### src/verilog/serial_tx_cfg.svh
// Register offsets, field positions and reset values of the serial transmitter.
// Assumes a byte-addressed plain register port with 32-bit data.
`ifndef SERIAL_TX_CFG_SVH
`define SERIAL_TX_CFG_SVH
`define OFS_CTL_A 8'h00
`define OFS_CTL_B 8'h04
`define OFS_CTL_C 8'h08
`define OFS_BAUD 8'h0c
`define OFS_STAT 8'h10
`define OFS_DATA 8'h14
`define CA_WL 0
`define CA_PARITY_ENABLE 1
`define CA_PODD 2
`define CA_TEN 3
`define CA_UEN 4
`define CA_TX_COMPLETE_IRQ_EN 5
`define CA_MSBF 6
`define CA_BRK 7
`define CA_W 8
`define CB_STB_LO 0
`define CB_CKEN 2
`define CB_W 3
`define CC_TX_DMA_ENABLE 0
`define ST_TBE 0
`define ST_TC 1
`define ST_BUSY 2
`define CA_RST 8'h00
`define CB_RST 3'h0
`define BAUD_RST 16'h0010
`define TC_RST 1'b1
`define MIN_PERIOD 18'h00010
`define STB_ONE 2'h0
`define STB_HALF 2'h1
`define STB_TWO 2'h2
`define STB_ONE_HALF 2'h3
`endif

### src/verilog/serial_tx_pkg.sv
// Types shared by the serial transmitter and its bench.
// Assumes serial_tx_cfg.svh for every register constant; state and frame kind codes are set here.
`default_nettype none
package serial_tx_pkg;
	typedef enum logic [2:0] {
		st_off = 3'h0,
		st_wait = 3'h1,
		st_start = 3'h2,
		st_data = 3'h3,
		st_stop = 3'h4
	} tx_state_e;
	typedef enum logic [1:0] {
		fk_normal = 2'h0,
		fk_idle = 2'h1,
		fk_break = 2'h2
	} frame_kind_e;
	typedef struct packed {
		logic [7:0] addr;
		logic [31:0] wdata;
		logic wr;
		logic rd;
	} bus_req_s;
	typedef struct packed {
		logic word_length_sel;
		logic parity_enable;
		logic parity_odd_sel;
		logic msb_first;
	} frame_cfg_s;
endpackage
`default_nettype wire
### src/verilog/serial_transmit_frame_baud.sv
// Transmit side of an asynchronous serial transceiver: registers, baud divider,
// frame engine, one-word transmit buffer and its flags.
// Assumes a plain register port whose strobes last one cycle and one clock domain.
//
// Functional notes
// - Frame is start bit, data bits, then configured stop bits.
// - Word length selects 8 or 9 data bits.
// - With parity on, last data position (bit 7 or 8) holds parity.
// - Parity is even or odd by setting; none when parity is off.
// - Stop code 00 one, 01 half, 10 two, 11 one and a half bits.
// - Idle frame is all high and as long as a normal frame.
// - Break frame is low bit periods followed by configured stop bits.
// - Baud divider is 12-bit integer plus 4-bit sixteenths fraction.
// - Bit period equals sixteen times divider in clock cycles, never below 16 cycles.
// - Data bits go out least or most significant first, as set.
// - Enabled transmitter shifts buffered data out, optionally with clock pulses.
// - Line stays high while enabled with nothing to send.
// - Setting transmit enable sends one idle frame first.
// - Buffer empty flag: set at reset, cleared by write, set on load.
// - Word waits while shifting; moves at once when line is idle.
// - Complete flag sets when frame ends with buffer empty; may interrupt.
// - Complete clears on status read then data write, or zero write with DMA.
//
// The register addresses and the plain strobed port were chosen for this implementation.
`include "serial_tx_cfg.svh"
`default_nettype none
module serial_transmit_frame_baud (
	input wire logic clk,
	input wire logic rst,
	input wire serial_tx_pkg::bus_req_s bus,
	output logic [31:0] rdata,
	output logic tx_line,
	output logic serial_clock_out,
	output logic tx_complete_irq
);
	import serial_tx_pkg::*;

	// ----------------------------------------------------------------
	// Register file
	// ----------------------------------------------------------------
	logic [`CA_W-1:0] ctl_a, next_ctl_a;
	logic [`CB_W-1:0] ctl_b, next_ctl_b;
	logic tx_dma_enable, next_tx_dma_enable;
	logic [15:0] baud_divider, next_baud_divider;
	logic [31:0] next_rdata;
	logic tx_buffer_empty_flag;
	logic tx_complete_flag;
	logic brk_pend;
	tx_state_e state;
	logic wr_ctl_a, wr_data, wr_stat, rd_stat;
	frame_cfg_s fcfg;

	// Address decode of the one-cycle strobes.
	assign wr_ctl_a = bus.wr && (bus.addr == `OFS_CTL_A);
	assign wr_data = bus.wr && (bus.addr == `OFS_DATA);
	assign wr_stat = bus.wr && (bus.addr == `OFS_STAT);
	assign rd_stat = bus.rd && (bus.addr == `OFS_STAT);

	// Live frame settings steer the engine.
	assign fcfg = '{
		word_length_sel: ctl_a[`CA_WL],
		parity_enable: ctl_a[`CA_PARITY_ENABLE],
		parity_odd_sel: ctl_a[`CA_PODD],
		msb_first: ctl_a[`CA_MSBF]
	};

	// Register writes and the read data of the next cycle; unmapped reads give zero.
	always_comb
	begin
		next_ctl_a = ctl_a;
		next_ctl_b = ctl_b;
		next_tx_dma_enable = tx_dma_enable;
		next_baud_divider = baud_divider;
		next_rdata = 32'h0;
		if (bus.wr)
		begin
			unique case (bus.addr)
				`OFS_CTL_A: next_ctl_a = bus.wdata[`CA_W-1:0];
				`OFS_CTL_B: next_ctl_b = bus.wdata[`CB_W-1:0];
				`OFS_CTL_C: next_tx_dma_enable = bus.wdata[`CC_TX_DMA_ENABLE];
				`OFS_BAUD: next_baud_divider = bus.wdata[15:0];
				default: ;
			endcase
		end
		// The break request bit is a trigger and is held by the engine.
		next_ctl_a[`CA_BRK] = 1'b0;
		if (bus.rd)
		begin
			unique case (bus.addr)
				`OFS_CTL_A:
				begin
					next_rdata[`CA_W-1:0] = ctl_a;
					next_rdata[`CA_BRK] = brk_pend;
				end
				`OFS_CTL_B: next_rdata[`CB_W-1:0] = ctl_b;
				`OFS_CTL_C: next_rdata[`CC_TX_DMA_ENABLE] = tx_dma_enable;
				`OFS_BAUD: next_rdata[15:0] = baud_divider;
				`OFS_STAT:
				begin
					next_rdata[`ST_TBE] = tx_buffer_empty_flag;
					next_rdata[`ST_TC] = tx_complete_flag;
					next_rdata[`ST_BUSY] = (state != st_off) && (state != st_wait);
				end
				default: ;
			endcase
		end
	end

	// Register storage.
	always_ff @(posedge clk or posedge rst)
	begin
		if (rst)
		begin
			ctl_a <= `CA_RST;
			ctl_b <= `CB_RST;
			tx_dma_enable <= 1'b0;
			baud_divider <= `BAUD_RST;
			rdata <= 32'h0;
		end
		else
		begin
			ctl_a <= next_ctl_a;
			ctl_b <= next_ctl_b;
			tx_dma_enable <= next_tx_dma_enable;
			baud_divider <= next_baud_divider;
			rdata <= next_rdata;
		end
	end

	// ----------------------------------------------------------------
	// Frame word builder
	// ----------------------------------------------------------------
	// Inserts parity and reorders bits so the engine always shifts bit 0 first.
	function automatic logic [8:0] build_word(input logic [8:0] d, input frame_cfg_s c);
		logic [8:0] w;
		logic [8:0] r;
		logic par;
		w = c.word_length_sel ? d : {1'b0, d[7:0]};
		par = c.word_length_sel ? ^d[7:0] : ^d[6:0];
		if (c.parity_enable)
		begin
			if (c.word_length_sel)
				w[8] = par ^ c.parity_odd_sel;
			else
				w[7] = par ^ c.parity_odd_sel;
		end
		r = 9'h0;
		for (int i = 0; i < 9; i++)
		begin
			if (c.word_length_sel)
				r[i] = w[8-i];
			else if (i < 8)
				r[i] = w[7-i];
		end
		build_word = c.msb_first ? r : w;
	endfunction

	// ----------------------------------------------------------------
	// Transmit engine
	// ----------------------------------------------------------------
	tx_state_e next_state;
	frame_kind_e kind, next_kind;
	logic [17:0] cnt, next_cnt;
	logic [3:0] nbits, next_nbits;
	logic [8:0] shifter, next_shifter;
	logic [8:0] tx_buf, next_tx_buf;
	logic next_tbe, next_tc, next_brk_pend;
	logic idle_pend, next_idle_pend;
	logic ten_q, stat_seen, next_stat_seen;
	logic next_tx_line, next_serial_clock_out;
	logic enabled;
	logic [17:0] period, stop_cyc;
	logic [3:0] width;

	assign enabled = ctl_a[`CA_TEN] && ctl_a[`CA_UEN];
	assign width = fcfg.word_length_sel ? 4'h9 : 4'h8;
	// The raw divider already counts cycles: sixteen times int.frac.
	assign period = ({2'h0, baud_divider} < `MIN_PERIOD) ? `MIN_PERIOD
		: {2'h0, baud_divider};
	assign tx_complete_irq = tx_complete_flag && ctl_a[`CA_TX_COMPLETE_IRQ_EN];

	// Stop length in cycles by the two-bit selector.
	always_comb
	begin
		unique case (ctl_b[`CB_STB_LO +: 2])
			`STB_ONE: stop_cyc = period;
			`STB_HALF: stop_cyc = {1'b0, period[17:1]};
			`STB_TWO: stop_cyc = {period[16:0], 1'b0};
			`STB_ONE_HALF: stop_cyc = period + {1'b0, period[17:1]};
		endcase
	end

	// Next state of the engine, buffer and flags.
	always_comb
	begin
		next_state = state;
		next_kind = kind;
		next_cnt = cnt;
		next_nbits = nbits;
		next_shifter = shifter;
		next_tx_buf = tx_buf;
		next_tbe = tx_buffer_empty_flag;
		next_tc = tx_complete_flag;
		next_brk_pend = brk_pend || (wr_ctl_a && bus.wdata[`CA_BRK]);
		next_idle_pend = idle_pend || (ctl_a[`CA_TEN] && !ten_q);
		next_stat_seen = stat_seen || rd_stat;
		unique case (state)
			st_off:
				if (enabled)
					next_state = st_wait;
			st_wait:
				if (!enabled)
					next_state = st_off;
				else if (idle_pend)
				begin
					next_idle_pend = 1'b0;
					next_kind = fk_idle;
					next_state = st_start;
					next_cnt = period;
				end
				else if (brk_pend)
				begin
					next_brk_pend = wr_ctl_a && bus.wdata[`CA_BRK];
					next_kind = fk_break;
					next_state = st_start;
					next_cnt = period;
				end
				else if (!tx_buffer_empty_flag)
				begin
					next_shifter = build_word(tx_buf, fcfg);
					next_tbe = 1'b1;
					next_kind = fk_normal;
					next_state = st_start;
					next_cnt = period;
				end
			st_start:
				if (cnt == 18'h1)
				begin
					next_state = st_data;
					next_cnt = period;
					next_nbits = width;
				end
				else
					next_cnt = cnt - 18'h1;
			st_data:
				if (cnt == 18'h1)
				begin
					next_shifter = {1'b0, shifter[8:1]};
					next_nbits = nbits - 4'h1;
					next_cnt = (nbits == 4'h1) ? stop_cyc : period;
					if (nbits == 4'h1)
						next_state = st_stop;
				end
				else
					next_cnt = cnt - 18'h1;
			st_stop:
				if (cnt == 18'h1)
					next_state = st_wait;
				else
					next_cnt = cnt - 18'h1;
			default:
				next_state = st_off;
		endcase
		// Complete clears by status read then data write, or zero write under DMA.
		if (wr_data && stat_seen)
			next_tc = 1'b0;
		if (wr_stat && tx_dma_enable && !bus.wdata[`ST_TC])
			next_tc = 1'b0;
		if (wr_data)
		begin
			next_tx_buf = bus.wdata[8:0];
			next_tbe = 1'b0;
			next_stat_seen = 1'b0;
		end
		// Frame end sets complete and wins over a clear in the same cycle.
		if (state == st_stop && cnt == 18'h1 && next_tbe)
			next_tc = 1'b1;
		if (!ctl_a[`CA_TEN])
			next_idle_pend = 1'b0;
		// Line level follows the bit being sent; high whenever no bit is due.
		unique case (next_state)
			st_start: next_tx_line = (next_kind == fk_idle);
			st_data: next_tx_line = (next_kind == fk_normal) ? next_shifter[0]
				: (next_kind == fk_idle);
			default: next_tx_line = 1'b1;
		endcase
		// Clock pulse in the second half of each data bit when enabled.
		next_serial_clock_out = ctl_b[`CB_CKEN] && (next_state == st_data)
			&& (next_cnt <= {1'b0, period[17:1]});
	end

	// Engine storage.
	always_ff @(posedge clk or posedge rst)
	begin
		if (rst)
		begin
			state <= st_off;
			kind <= fk_normal;
			cnt <= 18'h0;
			nbits <= 4'h0;
			shifter <= 9'h0;
			tx_buf <= 9'h0;
			tx_buffer_empty_flag <= 1'b1;
			tx_complete_flag <= `TC_RST;
			brk_pend <= 1'b0;
			idle_pend <= 1'b0;
			ten_q <= 1'b0;
			stat_seen <= 1'b0;
			tx_line <= 1'b1;
			serial_clock_out <= 1'b0;
		end
		else
		begin
			state <= next_state;
			kind <= next_kind;
			cnt <= next_cnt;
			nbits <= next_nbits;
			shifter <= next_shifter;
			tx_buf <= next_tx_buf;
			tx_buffer_empty_flag <= next_tbe;
			tx_complete_flag <= next_tc;
			brk_pend <= next_brk_pend;
			idle_pend <= next_idle_pend;
			ten_q <= ctl_a[`CA_TEN];
			stat_seen <= next_stat_seen;
			tx_line <= next_tx_line;
			serial_clock_out <= next_serial_clock_out;
		end
	end
endmodule
`default_nettype wire

### config.mk
export PLATFORM = sky130hd
export DESIGN_NAME = serial_transmit_frame_baud
export DESIGN_NICKNAME = d
export VERILOG_FILES = /design/src/verilog/serial_tx_pkg.sv /design/src/verilog/serial_transmit_frame_baud.sv
export VERILOG_INCLUDE_DIRS = /design/src /design/src/verilog
export SDC_FILE = /design/constraint.sdc
export NUM_CORES = 1
export LEC_CHECK = 0
export ABC_CLOCK_PERIOD_IN_PS = 7300
export BUFFER_PORTS_ARGS = -buffer_cell sky130_fd_sc_hd__buf_2
export CAP_MARGIN = 20
export CORE_UTILIZATION = 50
export CTS_CLUSTER_DIAMETER = 40
export CTS_CLUSTER_SIZE = 10
export DETAILED_ROUTE_END_ITERATION = 6
export HOLD_SLACK_MARGIN = 0.03
export PLACE_DENSITY = 0.81
export SLEW_MARGIN = 30
export SYNTH_ARGS = -nofsm -noshare
export SYNTH_HDL_FRONTEND = slang
export SYNTH_SLANG_ARGS = --single-unit
### constraint.sdc
create_clock -name clk -period 7.3 [get_ports clk]
set_input_delay 2.19 -clock clk [delete_from_list [all_inputs] [get_ports clk]]
set_output_delay 2.19 -clock clk [all_outputs]
set_load 0.02 [all_outputs]
**Word level (Yosys, flattened, before mapping)**

Cells that the tools add are included.

- Add/sub/neg operators: 3
- $lt $le $gt $ge: 2
- Equal/unequal tests: 24
- Mux-type cells: 75
- Bitwise gates (word level): 1
- Reduce and logical (&&, ||, !) cells: 37

Operator list:

| kind | number |
|---|---|
| 18-bit two-way mux | 8 |
| 18-bit one-hot mux with 4 select lines | 2 |
| 9-bit two-way mux | 7 |
| 16-bit two-way mux | 2 |
| 1-bit two-way mux | 31 |
| 3-bit two-way mux | 9 |
| 18-bit by 1-bit == test with 1-bit output, second input constant | 1 |
| 18-bit by 15-bit less-or-equal comparator with 1-bit output | 1 |
| 9-bit one-hot mux with 2 select lines | 1 |
| 18-bit by 1-bit subtractor with 18-bit output, second input constant | 1 |
| 16-bit by 15-bit adder with 17-bit output | 1 |
| 8-bit by 4-bit == test with 1-bit output, second input constant | 2 |
| 8-bit by 5-bit == test with 1-bit output, second input constant | 2 |
| 1-bit logical AND | 16 |
| 16-bit by 5-bit < comparator with 1-bit output, second input constant | 1 |
| 3-bit one-hot mux with 5 select lines | 1 |
| 3-bit by 2-bit == test with 1-bit output, second input constant | 4 |
| 2-bit two-way mux | 6 |
| 2-bit inequality test, second input constant | 6 |
| 5-bit one-hot mux with 2 select lines | 1 |
| 8-bit by 3-bit == test with 1-bit output, second input constant | 1 |
| 8-bit zero test | 1 |
| 4-bit two-way mux | 2 |
| 8-bit two-way mux | 1 |
| other kinds (23) | 34 |

- Flip-flop bits (word level): 96
- Input port bits: 44
- Output and inout bits: 35
- Logic and storage cells: 162

**Depth between registers and ports, before layout**

- Depth after elaboration: 14
- Mapped depth: 25
- Mapped depth without buffers: 23

**Least setup slack after synthesis**

Ideal clock, no wire load.

- Path type: register to register
- Start point: reg baud_divider[14]
- End point: reg serial_clock_out
- Library setup time: 0.101 ns
- Arrival: 5.161 ns
- Required time: 7.199 ns
- Setup slack: 2.038 ns
- Stages on the path, launching flop included: 25
- Buffers on the path: 2
- Period minus slack after synthesis: 5.262 ns
- Path through: dfrtp_1 inv_1 ha_1 or4b_1 or3_1 buf_6 and2_4 buf_6 ha_1 inv_1 fa_1 nor2b_1 o2111ai_1 a21oi_1 o41a_1 o21ai_0 mux2i_1 o21ai_1 ha_1 a21oi_1 o21ai_0 a2111oi_0 o21ai_0 or4b_1 nor4_1

- Cells in the longest elaborated chain, start to end: 9
- Elaborated cells on any way between the ends: 14
- Classes of those cells: add/sub: 1; order compare: 2; mux: 10; reduce/logical: 1

Ends and longest elaborated chain:

| item | line | source |
|---|---|---|
| start, declared | serial_transmit_frame_baud.sv:44 | `logic [15:0] baud_divider, next_baud_divider;` |
| start signal, assigned | serial_transmit_frame_baud.sv:117 | `` baud_divider <= `BAUD_RST; `` |
| start signal, assigned | serial_transmit_frame_baud.sv:125 | `baud_divider <= next_baud_divider;` |
| 16-bit by 5-bit < comparator with 1-bit output (no source line) | - |  |
| 16-bit two-way mux * | serial_transmit_frame_baud.sv:178 | `` assign period = ({2'h0, baud_divider} < `MIN_PERIOD) ? `MIN_PERIOD `` |
| 16-bit by 15-bit adder with 17-bit output or 18-bit two-way mux (tied branches) | serial_transmit_frame_baud.sv:189, serial_transmit_frame_baud.sv:228 |  |
| 18-bit one-hot mux with 4 select lines or 18-bit two-way mux (tied branches) | serial_transmit_frame_baud.sv:185, serial_transmit_frame_baud.sv:221 |  |
| 18-bit two-way mux (on tied branches) | serial_transmit_frame_baud.sv:250, serial_transmit_frame_baud.sv:214 |  |
| 18-bit two-way mux (on tied branches) | serial_transmit_frame_baud.sv:246, serial_transmit_frame_baud.sv:212 |  |
| 18-bit one-hot mux with 4 select lines * | serial_transmit_frame_baud.sv:207 | `unique case (state)` |
| named net next_cnt[14] | serial_transmit_frame_baud.sv:163 | `logic [17:0] cnt, next_cnt;` |
| 18-bit by 15-bit less-or-equal comparator with 1-bit output * | serial_transmit_frame_baud.sv:289 | `&& (next_cnt <= {1'b0, period[17:1]});` |
| 1-bit logical AND * | serial_transmit_frame_baud.sv:288 | `` next_serial_clock_out = ctl_b[`CB_CKEN] && (next_state == st_data) `` |
| named net next_serial_clock_out | serial_transmit_frame_baud.sv:170 | `logic next_tx_line, next_serial_clock_out;` |
| end signal, assigned | serial_transmit_frame_baud.sv:327 | `serial_clock_out <= next_serial_clock_out;` |
| end, declared | serial_transmit_frame_baud.sv:33 | `output logic serial_clock_out,` |

Mark *: on every way through the listed nets, which the timed path passes. The rest lies on a longest branch. The select of a mux whose other input is x is not followed.
A chain may end at the register's enable or synchronous reset.

**Final worst setup path**

- Start point: reg baud_divider[15]
- End point: reg serial_clock_out

- Cells in the longest elaborated chain, start to end: 9
- Elaborated cells on any way between the ends: 14
- Classes of those cells: add/sub: 1; order compare: 2; mux: 10; reduce/logical: 1

Ends and longest elaborated chain:

| item | line |
|---|---|
| 16-bit by 5-bit < comparator with 1-bit output (no source line) * | - |
| 16-bit two-way mux * | serial_transmit_frame_baud.sv:178 |
| 16-bit by 15-bit adder with 17-bit output or 18-bit two-way mux (tied branches) | serial_transmit_frame_baud.sv:189, serial_transmit_frame_baud.sv:228 |
| 18-bit one-hot mux with 4 select lines or 18-bit two-way mux (tied branches) | serial_transmit_frame_baud.sv:185, serial_transmit_frame_baud.sv:221 |
| 18-bit two-way mux (on tied branches) | serial_transmit_frame_baud.sv:250, serial_transmit_frame_baud.sv:214 |
| 18-bit two-way mux (on tied branches) | serial_transmit_frame_baud.sv:246, serial_transmit_frame_baud.sv:212 |
| 18-bit one-hot mux with 4 select lines * | serial_transmit_frame_baud.sv:207 |
| named net next_cnt[12] | serial_transmit_frame_baud.sv:163 |
| 18-bit by 15-bit less-or-equal comparator with 1-bit output * | serial_transmit_frame_baud.sv:289 |
| 1-bit logical AND * | serial_transmit_frame_baud.sv:288 |
| named net next_serial_clock_out | serial_transmit_frame_baud.sv:170 |

Marked as above.

==> report_table.html <==
<table>
<tr><th>Metric</th><th>Value</th></tr>
<tr><th colspan="2">Placement</th></tr>
<tr><td>PortBufs</td><td>46</td></tr>
<tr><td>Placed cell count</td><td>1,021</td></tr>
<tr><td>Hpwl dp</td><td>~15 mm</td></tr>
<tr><td>GP Congestion</td><td>0.989</td></tr>
<tr><th colspan="2">Floorplanning</th></tr>
<tr><td>Initial core utilization</td><td>between 50% and 60%</td></tr>
<tr><td>Row cnt</td><td>43</td></tr>
<tr><td>Horizontal die dimension</td><td>122 um</td></tr>
<tr><td>Area of the die</td><td>14,800 um^2</td></tr>
<tr><td>Core Box Area</td><td>~14,000 um^2</td></tr>
<tr><td>Vertical die dimension</td><td>122 um</td></tr>
<tr><td>Top-level port count</td><td>79</td></tr>
<tr><th colspan="2">Job</th></tr>
<tr><td>Reported max-cap violation count</td><td>0</td></tr>
<tr><th colspan="2">Setup path</th></tr>
<tr><td>Element type at the critical path end</td><td>flip-flop</td></tr>
<tr><td>Critical path peak fanout</td><td>9</td></tr>
<tr><td>Worst EP required</td><td>roughly 7.6 ns</td></tr>
<tr><td>Library cell contributing the largest single delay on the critical path</td><td>sky130_fd_sc_hd__or4b_1</td></tr>
<tr><td>Slack of the worst reg-to-reg path</td><td>0.92 ns</td></tr>
<tr><td>Delay contributed by the slowest stage of the critical path</td><td>0.58 ns</td></tr>
<tr><td>Critical path arrival</td><td>roughly 6.6 ns</td></tr>
<tr><td>Top Family by Delay on Critical Path</td><td>compound AO/OA/AOI/OAI gates</td></tr>
<tr><td>Critical path, cell by cell</td><td>inv_1, ha_1, or4b_1, or3_1, and2_1, ha_1, inv_1, fa_1, nor2b_1, o2111ai_1, a21oi_1, o41a_1, o21ai_0, o2111ai_1, a31oi_1, ha_1, a21oi_1, o21ai_0, a2111oi_0, o21ai_0, or4b_1, nor4_1</td></tr>
<tr><td>CP Launch Type</td><td>flip-flop</td></tr>
<tr><td>Worst setup path endpoint</td><td>serial_clock_out$_DFF_PP0_</td></tr>
<tr><td>Beginning of the worst register-to-register path</td><td>baud_divider[15]$_DFFE_PP0P_</td></tr>
<tr><td>Logic depth of the worst register-to-register path</td><td>22</td></tr>
<tr><td>Worst path bufs/invs</td><td>2</td></tr>
<tr><td>Launching element of the worst setup path</td><td>baud_divider[15]$_DFFE_PP0P_</td></tr>
<tr><td>WP depth</td><td>22</td></tr>
<tr><td>R2R Path End</td><td>serial_clock_out$_DFF_PP0_</td></tr>
<tr><td>Worst Setup Path Type</td><td>reg2reg</td></tr>
<tr><th colspan="2">Clock network</th></tr>
<tr><td>CTS H-tree lvls</td><td>3</td></tr>
<tr><td>Clock tree from TritonCTS</td><td>built</td></tr>
<tr><td>Maximum clock insertion buffer count</td><td>2</td></tr>
<tr><td>Clock latency of the later-clocked register in the worst-skew pair</td><td>0.35 ns</td></tr>
<tr><td># clock sinks</td><td>96</td></tr>
<tr><td>Clock input transition at the sequential cells of the worst setup and hold paths</td><td>0.07 ns</td></tr>
<tr><td>Count of hold buffers inserted by post-cts repair</td><td>0</td></tr>
<tr><td>CTS buffer count</td><td>9</td></tr>
<tr><td>Post-CTS setup repair buffer count</td><td>0</td></tr>
<tr><td>Count of cells resized by post-cts repair</td><td>0</td></tr>
<tr><td>Clock root cell</td><td>sky130_fd_sc_hd__clkbuf_16</td></tr>
<tr><th colspan="2">Global routing</th></tr>
<tr><td>Via count of the first global-routing pass</td><td>6,094</td></tr>
<tr><td>Total congestion overflow after global routing</td><td>0</td></tr>
<tr><td>Wire length of the first global-routing pass</td><td>32.1 mm</td></tr>
<tr><td>Initial antenna violation count</td><td>0</td></tr>
<tr><td>Largest net degree at the start of global routing</td><td>62</td></tr>
<tr><td>Total GRT Usage</td><td>28.0%</td></tr>
<tr><th colspan="2">Logic synthesis</th></tr>
<tr><td>Proportion of synthesized chip area in sequential cells</td><td>33.6%</td></tr>
<tr><td>Warning count from the yosys run</td><td>0</td></tr>
<tr><td>Yosys reg bits</td><td>96</td></tr>
<tr><td>Primary flip-flop cell chosen by synthesis mapping</td><td>sky130_fd_sc_hd__dfrtp_1</td></tr>
<tr><td>Cell count after synthesis</td><td>832</td></tr>
<tr><td>Share of flip-flops with an asynchronous set or reset</td><td>100%</td></tr>
<tr><td>Post-Synthesis Mean Instance Area</td><td>8.60 um^2</td></tr>
<tr><td>Yosys cell types</td><td>91</td></tr>
<tr><td>Number of flops mapped to enable cells by yosys</td><td>0</td></tr>
<tr><td>Post-synthesis instance area</td><td>7150 um^2</td></tr>
<tr><th colspan="2">Min path</th></tr>
<tr><td>Hold crit path type</td><td>reg2reg</td></tr>
<tr><td>Launch point of the worst hold path</td><td>stat_seen$_DFF_PP0_</td></tr>
<tr><th colspan="2">Timing</th></tr>
<tr><td>Actual transition at the worst max-transition pin</td><td>0.916 ns</td></tr>
<tr><td>Final critical path time including I/O delays and setup</td><td>6.38 ns</td></tr>
<tr><td>Final Skew</td><td>between 0.007 and 0.008 ns</td></tr>
<tr><td>Final count of pins violating max slew</td><td>0</td></tr>
<tr><td>Final hold vios</td><td>0</td></tr>
<tr><td>Final setup fails</td><td>0</td></tr>
<tr><td>Max Freq</td><td>157 MHz</td></tr>
<tr><td>Worst max-slew margin expressed relative to the limit</td><td>between 30% and 40%</td></tr>
<tr><td>Final clock period utilization by the worst path</td><td>between 80% and 90%</td></tr>
<tr><td>Unrepaired setup endpoints after global routing</td><td>false</td></tr>
<tr><td>Setup_tns</td><td>0 ns</td></tr>
<tr><th colspan="2">Power and ir drop</th></tr>
<tr><td>Total Power</td><td>1.28 mW</td></tr>
<tr><td>Power spent charging and discharging nets</td><td>402 uW</td></tr>
<tr><td>Part of the total power dissipated in combinational logic</td><td>18.6%</td></tr>
<tr><td>Cell-internal power</td><td>876 uW</td></tr>
<tr><td>Leakage</td><td>3.48 nW</td></tr>
<tr><td>Power per cell area</td><td>~170 nW/um^2</td></tr>
<tr><td>Net Sw Frac</td><td>31.5%</td></tr>
<tr><td>Clk network pwr share</td><td>a little over a third</td></tr>
<tr><td>Largest vdd supply drop</td><td>0.113 mV</td></tr>
<tr><td>Sequential fraction of design power</td><td>45.3%</td></tr>
<tr><th colspan="2">Final layout</th></tr>
<tr><td>Final nets</td><td>933</td></tr>
<tr><td>Share of layout cells above drive strength 1</td><td>15.4%</td></tr>
<tr><td>Most common cell after layout, fill and taps aside</td><td>sky130_fd_sc_hd__nand2_1</td></tr>
<tr><td>Final antenna diode count</td><td>0</td></tr>
<tr><td>Total of fill cells in the finished design</td><td>1,230</td></tr>
<tr><td>P&amp;R area growth vs syn</td><td>7.54%</td></tr>
<tr><td>Post-layout instance count excluding filler cells</td><td>1,037</td></tr>
<tr><td>Top library cells by usage in the layout, fill and taps aside</td><td>95 x sky130_fd_sc_hd__nand2_1, 92 x sky130_fd_sc_hd__dfrtp_1, 67 x sky130_fd_sc_hd__o21ai_0, 62 x sky130_fd_sc_hd__nor2_1, 49 x sky130_fd_sc_hd__a21oi_1</td></tr>
<tr><th colspan="2">Drt</th></tr>
<tr><td>Post-detailed-route count of antenna-violating nets</td><td>0</td></tr>
<tr><td>Number of remaining DRC errors</td><td>0</td></tr>
<tr><td>1st-iter DRT viols</td><td>689</td></tr>
<tr><td>Final wirelength</td><td>approximately 20 mm</td></tr>
<tr><td>Routed vias/inst</td><td>around 6.5</td></tr>
<tr><td>Detailed-route via count</td><td>6,706</td></tr>
<tr><td>First-pass iteration count of the detailed router</td><td>6</td></tr>
<tr><td>Detailed-route wire length per cell</td><td>~19 um</td></tr>
<tr><th colspan="2">Status</th></tr>
<tr><td>Run status</td><td>finished clean</td></tr>
</table>
-- Yosys cell counts, drive strengths merged (12+ instances only) --
master | number | share of area (%)
a21oi | 49 | 3.4
nand3 | 17 | 1.2
dfrtp | 92 | 32
mux2i | 16 | 2.2
nor2 | 64 | 3.4
clkbuf | 32 | 1.7
nor3 | 17 | 1.3
ha | 36 | 6.3
and2 | 17 | 1.5
a211oi | 15 | 1.6
o21ai | 68 | 4.8
a22oi | 13 | 1.4
xnor2 | 13 | 1.6
mux2 | 29 | 4.6
nand2 | 95 | 5.0
inv | 37 | 1.9
buf | 29 | 2.8
nor2b | 12 | 1.0
-- routing by layer --
layer,vias to the layer above,global-route usage (%),routed length (um)
li1,3070,-,-
met4,0,10.3,499
met3,49,6.27,2160
met5,-,0,0
met1,3150,39.9,8440
met2,437,41.5,9010
-- metrics by stage --
step | hold slack (ns) | setup slack [ns] | cell area (um^2) | util, %
global placement | 0.419 | 1.17 | 7410 | 53.2
finish | 0.429 | 0.920 | 7690 | 55.2
floorplan | 0.409 | 2.04 | 7210 | -
global route | 0.448 | 0.352 | 7690 | 55.2
CTS | 0.432 | 1.04 | 7690 | 55.2
detailed placement | 0.435 | 1.10 | 7410 | 53.2
-- cells by family after synthesis --
logic type	share of synthesized area, %
AND/OR/NAND/NOR	20.3
AO/OA/AOI/OAI	23.1
buffers and inverters	6.73
flip-flops	33.6
multiplexers	7.12
adder cells (fa/ha/maj)	6.58
XOR/XNOR	2.40
other	0.0524
-- how the worst min path moves through the flow --
stage | endpoint | slack [ns] | cells past startpoint
2_1_floorplan | tx_complete_flag$_DFFE_PP1P_ | 0.41 | 1
3_3_place_gp | tx_complete_flag$_DFFE_PP1P_ | 0.42 | 1
3_5_place_dp | tx_complete_flag$_DFFE_PP1P_ | 0.44 | 1
4_1_cts | tx_complete_flag$_DFFE_PP1P_ | 0.43 | 1
5_1_grt | tx_complete_flag$_DFFE_PP1P_ | 0.45 | 1
6_report | tx_complete_flag$_DFFE_PP1P_ | 0.43 | 1
-- sequential cells by signal, indices dropped and copies added, names as in the netlist, 4 cells and up --
register,count
cnt,18
baud_divider,16
rdata,16
shifter,9
tx_buf,9
ctl_a,7
nbits,4
-- layout make-up --
type | instances | area [um^2] | area share, %
Inverter | 39 | 154 | 2.00
Clock inverter | 6 | 51.3 | 0.667
Tap cell | 180 | 225 | 2.93
Clock buffer | 10 | 229 | 2.98
Multi-Input combinational cell | 650 | 4320 | 56.2
Sequential cell | 96 | 2410 | 31.3
Timing Repair Buffer | 56 | 305 | 3.97
-- power by group through the flow --
stage | clock network, mW | logic, mW | registers [mW]
floorplan | 0 | 0.198 | 0.568
global placement | 0 | 0.226 | 0.587
detailed placement | 0 | 0.230 | 0.587
CTS | 0.465 | 0.232 | 0.577
global route | 0.487 | 0.262 | 0.581
finish | 0.462 | 0.237 | 0.579
(Power assumes the default switching activity.)
